[src/hdl/hdb_pkg.sv]
package hdb_pkg;
  // slots of the asynchronous input bundle that is synchronised
  localparam int SYNC_W = 9;
  localparam int IDX_NRZ = 0;
  localparam int IDX_ENC_CLK = 1;
  localparam int IDX_DEC_CLK = 2;
  localparam int IDX_RX_POS_N = 3;
  localparam int IDX_RX_NEG_N = 4;
  localparam int IDX_XTAL = 5;
  localparam int IDX_AIS_CLR_N = 6;
  localparam int IDX_LOOP = 7;
  localparam int IDX_REGEN_INT = 8;
  // synchroniser reset levels: the active-low receive rails idle high
  localparam logic [SYNC_W-1:0] SYNC_IDLE = 9'h018;
  // encoder look-ahead window behind the bit being placed on the line
  localparam int ENC_WIN = 3;
  // decoder pipeline depth, symbol in to nrz out, in decode periods
  localparam int DEC_WIN = 3;
  // longest legal run of zero symbols on the line
  localparam logic [2:0] MAX_ZERO_RUN = 3'h3;
  // consecutive zero symbols that raise loss of signal
  localparam logic [3:0] LOS_ZEROS = 4'hB;
  // decoded zeros needed in one count window to clear the alarm
  localparam logic [1:0] AIS_MIN_ZEROS = 2'h3;
  // same-polarity marks in a row that count as a coding error
  localparam logic [1:0] SAME_MARK_LIMIT = 2'h3;
  // last reference phase; eight per line bit: 16.384/2.048 and 12.352/1.544 MHz
  localparam logic [2:0] XTAL_PHASE_MAX = 3'h7;
  // regenerated clock is high over these reference phases
  localparam logic [2:0] REGEN_HI_FIRST = 3'h2;
  localparam logic [2:0] REGEN_HI_LAST = 3'h5;
endpackage

[src/hdl/hdb_encoder.sv]
`timescale 1ns/1ps
`default_nettype none
module hdb_encoder (
  input wire logic i_clk,
  input wire logic i_rst_n,
  input wire logic i_rise,
  input wire logic i_fall,
  input wire logic i_data,
  output logic o_rail_pos,
  output logic o_rail_neg
);
  logic in_bit, next_in_bit; // bit taken on the falling edge
  logic [hdb_pkg::ENC_WIN-1:0] win_b, next_win_b; // data, [0] newest
  logic [hdb_pkg::ENC_WIN-1:0] win_v, next_win_v; // violation tags
  logic last_pos, next_last_pos; // polarity of last mark, 1 = positive
  logic par, next_par; // odd marks since the last violation
  logic next_rail_pos, next_rail_neg;
  logic start; // four-zero run begins at the oldest slot
  logic mark;
  logic pol;

  ////////////////////////////////////////////////////////////////////
  // next state: substitution choice and return-to-zero rails
  always_comb begin
    next_in_bit = in_bit;
    next_win_b = win_b;
    next_win_v = win_v;
    next_last_pos = last_pos;
    next_par = par;
    next_rail_pos = o_rail_pos;
    next_rail_neg = o_rail_neg;
    mark = 1'b0;
    pol = ~last_pos;
    // the oldest slot and all newer ones are plain zeros
    start = ~|win_b & ~|win_v & ~in_bit;
    if (i_fall) begin
      next_in_bit = i_data;
      // return to zero with the encode clock low
      next_rail_pos = 1'b0;
      next_rail_neg = 1'b0;
    end
    if (i_rise) begin
      next_win_b = {win_b[hdb_pkg::ENC_WIN-2:0], in_bit};
      // tag the fourth zero of the run as the violation
      next_win_v = {win_v[hdb_pkg::ENC_WIN-2:0], start};
      if (win_v[hdb_pkg::ENC_WIN-1]) begin
        // violation repeats the last polarity
        mark = 1'b1;
        pol = last_pos;
        next_par = 1'b0;
      end else if (win_b[hdb_pkg::ENC_WIN-1] || (start && !par)) begin
        // data mark, or balancing mark on an even count
        mark = 1'b1;
        next_par = ~par;
      end
      if (mark) begin
        next_last_pos = pol;
      end
      next_rail_pos = mark & pol;
      next_rail_neg = mark & ~pol;
    end
  end

  // registers only
  always_ff @(posedge i_clk or negedge i_rst_n) begin
    if (!i_rst_n) begin
      in_bit <= 1'b0;
      win_b <= '0;
      win_v <= '0;
      last_pos <= 1'b0;
      par <= 1'b0;
      o_rail_pos <= 1'b0;
      o_rail_neg <= 1'b0;
    end else begin
      in_bit <= next_in_bit;
      win_b <= next_win_b;
      win_v <= next_win_v;
      last_pos <= next_last_pos;
      par <= next_par;
      o_rail_pos <= next_rail_pos;
      o_rail_neg <= next_rail_neg;
    end
  end

  ////////////////////////////////////////////////////////////////////
  a_enc_viol_pol: assert property (
    @(posedge i_clk) disable iff (!i_rst_n)
    i_rise && win_v[hdb_pkg::ENC_WIN-1]
      |=> o_rail_pos == $past(last_pos) && o_rail_neg == !$past(last_pos))
    else $error("violation mark has the wrong polarity");
  a_enc_balance: assert property (
    @(posedge i_clk) disable iff (!i_rst_n)
    i_rise && start && !par
      |=> o_rail_pos == !$past(last_pos) && o_rail_neg == $past(last_pos))
    else $error("balancing mark missing on even count");
  a_enc_no_balance: assert property (
    @(posedge i_clk) disable iff (!i_rst_n)
    i_rise && start && par |=> !o_rail_pos && !o_rail_neg)
    else $error("balancing mark sent on odd count");
endmodule
`default_nettype wire

[src/hdl/hdb_decoder.sv]
`timescale 1ns/1ps
`default_nettype none
module hdb_decoder (
  input wire logic i_clk,
  input wire logic i_rst_n,
  input wire logic i_tick,
  input wire logic i_mark_pos,
  input wire logic i_mark_neg,
  output logic o_nrz,
  output logic o_strobe,
  output logic o_err
);
  logic [hdb_pkg::DEC_WIN-1:0] s_b, next_s_b; // data, [0] newest
  logic last_pos, next_last_pos; // polarity of last mark
  logic seen, next_seen; // any mark since reset
  logic [1:0] same_cnt, next_same_cnt; // same-polarity marks in a row
  logic next_nrz, next_err;
  logic mark, same, viol, clr_b;

  ////////////////////////////////////////////////////////////////////
  // next state: violation removal and coding-law check
  always_comb begin
    next_s_b = s_b;
    next_last_pos = last_pos;
    next_seen = seen;
    next_same_cnt = same_cnt;
    next_nrz = o_nrz;
    next_err = o_err;
    mark = i_mark_pos | i_mark_neg;
    same = mark & seen & (i_mark_pos == last_pos);
    viol = same;
    // mark three slots back with zeros between is the balancing mark
    clr_b = viol & ~s_b[1] & ~s_b[0];
    if (i_tick) begin
      next_s_b = {s_b[hdb_pkg::DEC_WIN-2:0], mark & ~viol};
      next_nrz = s_b[hdb_pkg::DEC_WIN-1] & ~clr_b;
      // both rails at once is never legal line code
      next_err = (i_mark_pos & i_mark_neg) |
        (same & (same_cnt == hdb_pkg::SAME_MARK_LIMIT - 2'h1));
      if (mark) begin
        next_last_pos = i_mark_pos;
        next_seen = 1'b1;
        if (!same) begin
          next_same_cnt = 2'h1;
        end else if (same_cnt != hdb_pkg::SAME_MARK_LIMIT) begin
          next_same_cnt = same_cnt + 2'h1;
        end
      end
    end
  end

  // registers only; strobe marks each new nrz bit
  always_ff @(posedge i_clk or negedge i_rst_n) begin
    if (!i_rst_n) begin
      s_b <= '0;
      last_pos <= 1'b0;
      seen <= 1'b0;
      same_cnt <= 2'h0;
      o_nrz <= 1'b0;
      o_strobe <= 1'b0;
      o_err <= 1'b0;
    end else begin
      s_b <= next_s_b;
      last_pos <= next_last_pos;
      seen <= next_seen;
      same_cnt <= next_same_cnt;
      o_nrz <= next_nrz;
      o_strobe <= i_tick;
      o_err <= next_err;
    end
  end

  ////////////////////////////////////////////////////////////////////
  a_dec_third_same: assert property (
    @(posedge i_clk) disable iff (!i_rst_n)
    i_tick && same && same_cnt == 2'h2 |=> o_err)
    else $error("third same-polarity mark not flagged");
  a_dec_nrz_timing: assert property (
    @(posedge i_clk) disable iff (!i_rst_n)
    $changed(o_nrz) |-> $past(i_tick))
    else $error("nrz output moved off a decode edge");
  a_dec_clear_b: assert property (
    @(posedge i_clk) disable iff (!i_rst_n)
    i_tick && clr_b |=> !o_nrz)
    else $error("balancing mark decoded as a one");
endmodule
`default_nettype wire

[src/hdl/hdb_line_codec.sv]
`timescale 1ns/1ps
`default_nettype none
module hdb_line_codec (
  input wire logic i_clk,
  input wire logic i_rst_n,
  input wire logic i_nrz_data,
  input wire logic i_enc_clk,
  input wire logic i_dec_clk,
  input wire logic i_rx_pos_n,
  input wire logic i_rx_neg_n,
  input wire logic i_loop_test,
  input wire logic i_regen_internal,
  input wire logic i_xtal_ref,
  input wire logic i_alarm_count_clear_n,
  output logic o_tx_positive_rail,
  output logic o_tx_negative_rail,
  output logic o_nrz_data,
  output logic o_error,
  output logic o_loss_of_signal_flag,
  output logic o_alarm_indication_out,
  output logic o_clock_recovery,
  output logic o_regen_clk
);
  ////////////////////////////////////////////////////////////////////
  // edge decoding shared by every pin clock and strobe
  function automatic logic rose(input logic prev, input logic cur);
    return cur & ~prev;
  endfunction

  function automatic logic fell(input logic prev, input logic cur);
    return prev & ~cur;
  endfunction

  ////////////////////////////////////////////////////////////////////
  // pin synchronisers
  logic [hdb_pkg::SYNC_W-1:0] pins; // raw pin bundle
  logic [hdb_pkg::SYNC_W-1:0] sync1; // first stage, read by sync2 only
  logic [hdb_pkg::SYNC_W-1:0] sync2; // safe to use
  logic [hdb_pkg::SYNC_W-1:0] prev; // sync2 one cycle back

  assign pins[hdb_pkg::IDX_NRZ] = i_nrz_data;
  assign pins[hdb_pkg::IDX_ENC_CLK] = i_enc_clk;
  assign pins[hdb_pkg::IDX_DEC_CLK] = i_dec_clk;
  assign pins[hdb_pkg::IDX_RX_POS_N] = i_rx_pos_n;
  assign pins[hdb_pkg::IDX_RX_NEG_N] = i_rx_neg_n;
  assign pins[hdb_pkg::IDX_XTAL] = i_xtal_ref;
  assign pins[hdb_pkg::IDX_AIS_CLR_N] = i_alarm_count_clear_n;
  assign pins[hdb_pkg::IDX_LOOP] = i_loop_test;
  assign pins[hdb_pkg::IDX_REGEN_INT] = i_regen_internal;

  // every pin takes the same two stages, so relative timing between
  // the data pin and its clock pin is kept
  genvar g;
  generate
    for (g = 0; g < hdb_pkg::SYNC_W; g++) begin : g_sync
      always_ff @(posedge i_clk or negedge i_rst_n) begin
        if (!i_rst_n) begin
          // idle levels, so no false mark or edge follows reset
          sync1[g] <= hdb_pkg::SYNC_IDLE[g];
          sync2[g] <= hdb_pkg::SYNC_IDLE[g];
          prev[g] <= hdb_pkg::SYNC_IDLE[g];
        end else begin
          sync1[g] <= pins[g];
          sync2[g] <= sync1[g];
          prev[g] <= sync2[g];
        end
      end
    end
  endgenerate

  ////////////////////////////////////////////////////////////////////
  // one-cycle enables from the pin clocks, and levels from the two mode pins
  logic enc_rise; // encode clock rising: rails launched
  logic enc_fall; // encode clock falling: nrz bit taken
  logic dec_pin_rise; // external decode clock rising
  logic xtal_rise; // crystal reference rising
  logic loop_on; // loop-back selected
  logic regen_int; // decode timed by internal regenerator
  logic dec_tick; // decoder sampling point

  // encode and decode enables come from unrelated pins
  assign enc_rise = rose(prev[hdb_pkg::IDX_ENC_CLK],
    sync2[hdb_pkg::IDX_ENC_CLK]);
  assign enc_fall = fell(prev[hdb_pkg::IDX_ENC_CLK],
    sync2[hdb_pkg::IDX_ENC_CLK]);
  assign dec_pin_rise = rose(prev[hdb_pkg::IDX_DEC_CLK],
    sync2[hdb_pkg::IDX_DEC_CLK]);
  assign xtal_rise = rose(prev[hdb_pkg::IDX_XTAL],
    sync2[hdb_pkg::IDX_XTAL]);
  assign loop_on = sync2[hdb_pkg::IDX_LOOP];
  assign regen_int = sync2[hdb_pkg::IDX_REGEN_INT];

  ////////////////////////////////////////////////////////////////////
  // encoder: nrz in, return-to-zero rails out
  hdb_encoder u_enc (
    .i_clk(i_clk),
    .i_rst_n(i_rst_n),
    .i_rise(enc_rise),
    .i_fall(enc_fall),
    .i_data(sync2[hdb_pkg::IDX_NRZ]),
    .o_rail_pos(o_tx_positive_rail),
    .o_rail_neg(o_tx_negative_rail)
  );

  ////////////////////////////////////////////////////////////////////
  // receive marks; loop-back takes the transmit rails straight across
  logic mark_pos; // positive mark at decoder input
  logic mark_neg; // negative mark at decoder input
  logic mark_any;

  always_comb begin
    if (loop_on) begin
      mark_pos = o_tx_positive_rail;
      mark_neg = o_tx_negative_rail;
    end else begin
      // receive rails are active low
      mark_pos = ~sync2[hdb_pkg::IDX_RX_POS_N];
      mark_neg = ~sync2[hdb_pkg::IDX_RX_NEG_N];
    end
    mark_any = mark_pos | mark_neg;
  end

  ////////////////////////////////////////////////////////////////////
  // recovery signal and digital clock regenerator
  logic [2:0] phase, next_phase; // reference phase within a bit
  logic next_regen;
  logic regen_rise; // internal decode edge

  // the line bit is eight reference cycles; a mark edge realigns
  // phase, so the regenerated edge lands mid pulse. a long zero run
  // leaves it free-running on the reference, which may be shared.
  always_comb begin
    next_phase = phase;
    if (mark_any && !o_clock_recovery) begin
      next_phase = 3'h0;
    end else if (xtal_rise) begin
      next_phase = (phase == hdb_pkg::XTAL_PHASE_MAX) ? 3'h0 :
        phase + 3'h1;
    end
    next_regen = (next_phase >= hdb_pkg::REGEN_HI_FIRST) &&
      (next_phase <= hdb_pkg::REGEN_HI_LAST);
    regen_rise = next_regen & ~o_regen_clk;
    dec_tick = regen_int ? regen_rise : dec_pin_rise;
  end

  // registers only; recovery output is the or of both rails
  always_ff @(posedge i_clk or negedge i_rst_n) begin
    if (!i_rst_n) begin
      phase <= 3'h0;
      o_regen_clk <= 1'b0;
      o_clock_recovery <= 1'b0;
    end else begin
      phase <= next_phase;
      o_regen_clk <= next_regen;
      o_clock_recovery <= mark_any;
    end
  end

  ////////////////////////////////////////////////////////////////////
  // decoder: marks in, nrz out with coding error
  logic dec_strobe; // high with each new decoded bit, one cycle after the tick

  hdb_decoder u_dec (
    .i_clk(i_clk),
    .i_rst_n(i_rst_n),
    .i_tick(dec_tick),
    .i_mark_pos(mark_pos),
    .i_mark_neg(mark_neg),
    .o_nrz(o_nrz_data),
    .o_strobe(dec_strobe),
    .o_err(o_error)
  );

  ////////////////////////////////////////////////////////////////////
  // loss of input: zero symbols in a row at the decoder input
  logic [3:0] los_cnt, next_los_cnt;
  logic next_los;

  always_comb begin
    next_los_cnt = los_cnt;
    next_los = o_loss_of_signal_flag;
    if (dec_tick) begin
      if (mark_any) begin
        next_los_cnt = 4'h0;
      end else if (los_cnt != hdb_pkg::LOS_ZEROS) begin
        next_los_cnt = los_cnt + 4'h1;
      end
      next_los = (next_los_cnt == hdb_pkg::LOS_ZEROS);
    end
  end

  // registers only
  always_ff @(posedge i_clk or negedge i_rst_n) begin
    if (!i_rst_n) begin
      los_cnt <= 4'h0;
      o_loss_of_signal_flag <= 1'b0;
    end else begin
      los_cnt <= next_los_cnt;
      o_loss_of_signal_flag <= next_los;
    end
  end

  ////////////////////////////////////////////////////////////////////
  // all-ones alarm: decoded zeros counted while count-clear is high
  logic [1:0] zero_cnt, next_zero_cnt;
  logic next_ais;
  logic clr_fall; // count-clear falling: alarm decided
  logic clr_high;

  // the count is taken in the system clock domain after the decoder,
  // so the alarm moves a couple of cycles after the pin edge
  always_comb begin
    clr_fall = fell(prev[hdb_pkg::IDX_AIS_CLR_N],
      sync2[hdb_pkg::IDX_AIS_CLR_N]);
    clr_high = sync2[hdb_pkg::IDX_AIS_CLR_N];
    next_zero_cnt = zero_cnt;
    next_ais = o_alarm_indication_out;
    if (clr_fall) begin
      // too few zeros means an all-ones stream
      next_ais = (zero_cnt < hdb_pkg::AIS_MIN_ZEROS);
      next_zero_cnt = 2'h0;
    end else if (!clr_high) begin
      next_zero_cnt = 2'h0; // held clear while low
    end else if (dec_strobe && !o_nrz_data &&
        zero_cnt != hdb_pkg::AIS_MIN_ZEROS) begin
      next_zero_cnt = zero_cnt + 2'h1;
    end
  end

  // registers only
  always_ff @(posedge i_clk or negedge i_rst_n) begin
    if (!i_rst_n) begin
      zero_cnt <= 2'h0;
      o_alarm_indication_out <= 1'b0;
    end else begin
      zero_cnt <= next_zero_cnt;
      o_alarm_indication_out <= next_ais;
    end
  end

  ////////////////////////////////////////////////////////////////////
  // checking helpers: zero symbols in a row on the transmit rails
  logic enc_rise_d;
  logic [2:0] tx_zero_run;

  always_ff @(posedge i_clk or negedge i_rst_n) begin
    if (!i_rst_n) begin
      enc_rise_d <= 1'b0;
      tx_zero_run <= 3'h0;
    end else begin
      enc_rise_d <= enc_rise;
      if (enc_rise_d) begin
        if (o_tx_positive_rail || o_tx_negative_rail) begin
          tx_zero_run <= 3'h0;
        end else if (tx_zero_run != 3'h7) begin
          tx_zero_run <= tx_zero_run + 3'h1;
        end
      end
    end
  end

  a_tx_zero_run: assert property (
    @(posedge i_clk) disable iff (!i_rst_n)
    tx_zero_run <= hdb_pkg::MAX_ZERO_RUN)
    else $error("more than three zero symbols on the line");
  a_tx_rail_timing: assert property (
    @(posedge i_clk) disable iff (!i_rst_n)
    $rose(o_tx_positive_rail) || $rose(o_tx_negative_rail)
      |-> $past(enc_rise))
    else $error("rail mark launched off an encode rising edge");
  a_tx_rail_rz: assert property (
    @(posedge i_clk) disable iff (!i_rst_n)
    enc_fall |=> !o_tx_positive_rail && !o_tx_negative_rail)
    else $error("rail not returned to zero");
  a_los_set: assert property (
    @(posedge i_clk) disable iff (!i_rst_n)
    dec_tick && !mark_any && los_cnt == 4'hA |=> o_loss_of_signal_flag)
    else $error("loss flag late after eleven zeros");
  a_los_clear: assert property (
    @(posedge i_clk) disable iff (!i_rst_n)
    dec_tick && mark_any |=> !o_loss_of_signal_flag && los_cnt == 4'h0)
    else $error("mark did not clear loss of signal");
  a_ais_decide: assert property (
    @(posedge i_clk) disable iff (!i_rst_n)
    clr_fall |=> o_alarm_indication_out == ($past(zero_cnt) < 2'h3)
      && zero_cnt == 2'h0)
    else $error("alarm decided wrongly at count clear");
  a_loop_recovery: assert property (
    @(posedge i_clk) disable iff (!i_rst_n)
    loop_on |=> o_clock_recovery ==
      ($past(o_tx_positive_rail) || $past(o_tx_negative_rail)))
    else $error("recovery does not follow rails in loop-back");
  a_regen_align: assert property (
    @(posedge i_clk) disable iff (!i_rst_n)
    mark_any && !o_clock_recovery |=> phase == 3'h0 && !o_regen_clk)
    else $error("regenerator not realigned on mark");
endmodule
`default_nettype wire

[config.mk]
export PLATFORM = sky130hd
export DESIGN_NAME = hdb_line_codec
export DESIGN_NICKNAME = d
export VERILOG_FILES = /design/src/hdl/hdb_pkg.sv /design/src/hdl/hdb_encoder.sv /design/src/hdl/hdb_decoder.sv /design/src/hdl/hdb_line_codec.sv
export SDC_FILE = /design/constraint.sdc
export NUM_CORES = 1
export LEC_CHECK = 0
export BUFFER_PORTS_ARGS = -buffer_cell sky130_fd_sc_hd__buf_2
export CORE_AREA = 3 3 71 90
export CTS_BUF_LIST = sky130_fd_sc_hd__clkbuf_8 sky130_fd_sc_hd__clkbuf_16
export DETAILED_ROUTE_END_ITERATION = 8
export DIE_AREA = 0 0 74 93
export GPL_ROUTABILITY_DRIVEN = 0
export SETUP_SLACK_MARGIN = 0.02
export SYNTH_ARGS = -nofsm -noshare
export SYNTH_HDL_FRONTEND = slang
export SYNTH_SLANG_ARGS = --single-unit
[constraint.sdc]
create_clock -name i_clk -period 2.08 [get_ports i_clk]
set_input_delay 0.208 -clock i_clk [delete_from_list [all_inputs] [get_ports i_clk]]
set_output_delay 0.208 -clock i_clk [all_outputs]
set_load 0.03 [all_outputs]
==> results.json <==
{
  "clock-root-buffer": "clkbuf_8",
  "clkPwrFrac_pct": 20.6,
  "drtPass1Iterations": 4,
  "placedCellCount": 267,
  "port_buffers": 18,
  "finClkSkew_ns": 0.005689,
  "cts.sinks": 56,
  "grt_first_pass_wirelength_mm": 6.251,
  "vdd_drop_max_v": 0.0005653,
  "intPower_mw": 1.971,
  "cap_violations": 0,
  "yosysUniqueCellTypes": 47,
  "final_net_count": 239,
  "vias_per_cell": 4.878,
  "startpoint_type": "register",
  "cts_tree": "yes",
  "drt_iter0_markers": 53,
  "crit_arrival_ns": 2.52,
  "post-route-min-period_ns": 2.266,
  "ctsHtreeMaxLevel": 2,
  "fp.dieArea_sq_um": 6882,
  "rsz0062_at_grt": "true",
  "async_flop_share_pct": 100.0,
  "crit_path_end_kind": "register",
  "crit_required_ns": 2.34,
  "setup_viol": 14,
  "yosys-top-cells-area": "dfrtp_1 58%, dfstp_2 4.7%, ha_1 4.5%",
  "reg2reg_to": "los_cnt[0]",
  "leakage_nw": 1.300,
  "drc": 0,
  "min_period_over_period_pct": 108.9,
  "crit_slowest_cell": "dfrtp_1",
  "final.setup.tns_ns": -1.295,
  "ys_dominant_reg_cell": "dfrtp_1",
  "vias": 1400,
  "ys_seq_area_share_pct": 62.69,
  "cp_max_fo": 4,
  "hold_violations": 0,
  "holdCritPathClass": "register to register",
  "setup_slack_ns": -0.1859,
  "grt_max_degree": 30,
  "clk_path_buf_depth": 2,
  "p_per_area_nw_per_um2": 1081,
  "first_global_vias": 1386,
  "synth_edf_count": 0,
  "ff2ff_path_depth": 9,
  "cts_buffers": 5,
  "p_seq_share_pct": 50.6,
  "critPathMaxStageDelay_ns": 0.42,
  "gr-total-overflow": 0,
  "path_clk_slew_ns": 0.10,
  "syn_avg_cell_area_sq_um": 12.67,
  "r2r_slack_ns": -0.19,
  "final_cells": 287,
  "whs_ns": 0.3565,
  "maxClockFrequency_mhz": 441.3,
  "hold_path_depth": 0,
  "met1_length_mm": 1.667,
  "top_layer": "met4",
  "row_count": 31,
  "dpl.hpwl_mm": 2.519,
  "ys_ff_latch": 56,
  "fillers": 506,
  "violations": "negative setup slack",
  "holdCritStartpoint": "sync1[0]",
  "relSlewSlack_pct": 59.71,
  "tightest_slew_ns": 0.6043,
  "grt_util_all_layers_pct": 11.64,
  "synth.most_common_cell": "dfrtp_1",
  "wl_per_cell_microns": 12.64,
  "core_area_sq_um": 5702,
  "insertion_delay_ns": 0.31,
  "synth_top_area_share_pct": 58.00,
  "synth_area_sq_um": 2243,
  "antenna_found_initial": 0,
  "n_antenna_cell": 0,
  "hold_end": "sync2[0]",
  "syn-num-nets": 196,
  "drive_above_1_share_pct": 28.51,
  "start_util_pct": 39.35,
  "criticalPathCategory": "register to register",
  "comb_power_share_pct": 28.8,
  "r2r_start": "phase[1]",
  "crit_chain": "ha_2, ha_4, nor4bb_4, a21oi_2, xnor2_1, o41a_1, buf_6, nor3b_4, mux2_4",
  "swShare_pct": 33.51,
  "report.final.slew_viol_count": 0,
  "synth.largest_area_cell": "dfrtp_1",
  "synth_top_cells_by_count": "52 x dfrtp_1, 19 x nand2_1, 11 x nor2_1",
  "ioPinCount": 19,
  "met3_length_microns": 120,
  "met2_length_mm": 1.772,
  "netlist_instances": 177,
  "p_sw_mw": 0.9933,
  "pre_cts_ws_ns": -0.1983,
  "postRouteAntennaNets": 0,
  "totalWireLength_mm": 3.628,
  "die_y_microns": 93,
  "status": "complete, but fails checks",
  "syn2layout_area_growth_pct": 22.25,
  "dieWidth_microns": 74,
  "yosys_warnings": 0
}
[cells by family after synthesis]
kind of cell             share of synthesized area [%]
AO/OA/AOI/OAI                                    9.481
AND/OR/NAND/NOR                                  13.00
flip-flops                                       62.69
multiplexers                                     5.019
buffers and inverters                            3.402
XOR/XNOR                                         1.952
adder cells (fa/ha/maj)                          4.462
[worst max path at each step]
stage | slack (ns) | start | depth (start not counted) | endpoint
after global placement | -0.12 | phase[0] | 9 | u_dec.same_cnt[1]
after CTS | -0.17 | phase[0] | 9 | los_cnt[0]
after detailed placement | -0.20 | phase[0] | 9 | u_dec.same_cnt[1]
after global routing | -0.33 | phase[1] | 9 | los_cnt[0]
final | -0.19 | phase[1] | 9 | los_cnt[0]
after floorplan | -0.04 | phase[0] | 10 | los_cnt[0]
[placed cells by master (no fill, tap or decap), types with 2 or more instances in the layout]
master,instances
dfrtp_1,52
nand2_1,19
buf_2,18
nor2_1,10
inv_1,10
dlygate4sd3_1,10
buf_4,8
mux2_2,6
ha_1,6
a22o_1,5
clkbuf_8,5
dfstp_2,4
mux2i_1,3
a21oi_2,3
nor3_1,3
xnor2_1,3
nand3_1,3
o21ai_0,3
o31ai_1,3
buf_6,3
a21oi_1,2
nand2b_1,2
a31oi_1,2
o22ai_1,2
o21ai_1,2
xor2_1,2
and2_1,2
inv_6,2
[power groups by stage]
stage               registers (mW)  logic, mW  clock network, mW
floorplan                     1.55      0.519                  0
global placement              1.51      0.774                  0
detailed placement            1.52      0.795                  0
CTS                           1.50      0.845              0.639
global route                  1.54      0.954              0.667
finish                        1.50      0.853              0.611
[final cells by class]
| type | instances | area, sq um | share of cell area [%] |
|---|---|---|---|
| clock inverters | 3 | 25.02 | 0.9124 |
| flip-flops and latches | 56 | 1406 | 51.28 |
| clock buffers | 5 | 68.82 | 2.509 |
| repair buffers | 40 | 304.0 | 11.09 |
| well taps | 66 | 82.58 | 3.011 |
| inverters | 11 | 46.29 | 1.688 |
| multi-input cells | 106 | 809.5 | 29.52 |
[routing by layer]
metal,vias to the layer above,track usage [%]
li1,690,-
met1,684,15.17
met2,20,18.42
met3,6,2.581
met4,0,4.985
met5,-,0
[per-stage QoR]
stage,power [mW],util (%),area [sq um]
4_1_cts,2.982,47.73,2721
5_1_grt,3.159,48.10,2743
2_1_floorplan,2.069,-,2248
3_5_place_dp,2.312,43.47,2479
3_3_place_gp,2.285,43.47,2479
6_report,2.964,48.10,2743
[worst max-delay path: cells and delay by family (launching register included)]
| family | cells | cell delay [ns] |
|---|---|---|
| flops | 1 | 0.42 |
| compound gates | 2 | 0.48 |
| fa+ha+maj | 2 | 0.37 |
| simple gates | 2 | 0.45 |
| mux | 1 | 0.17 |
| xor+xnor | 1 | 0.15 |
| buf+inv | 1 | 0.17 |
[repair_timing]
item	4_1_cts	5_1_grt
hold buffers	10	0
hold endpoints to repair	32	0
setup buffers	2	1
pin swaps	3	2
resized for setup	6	4
setup endpoints to repair	14	15
[sequential cells by signal, indices dropped and copies added (netlist names), 2 cells and up]
name            cells
sync1               9
sync2               6
phase               3
los_cnt             4
u_dec.same_cnt      2
zero_cnt            2
u_dec.s_b           3
u_enc.win_v         3
prev                4
u_enc.win_b         3
(Power assumes the default switching activity.)
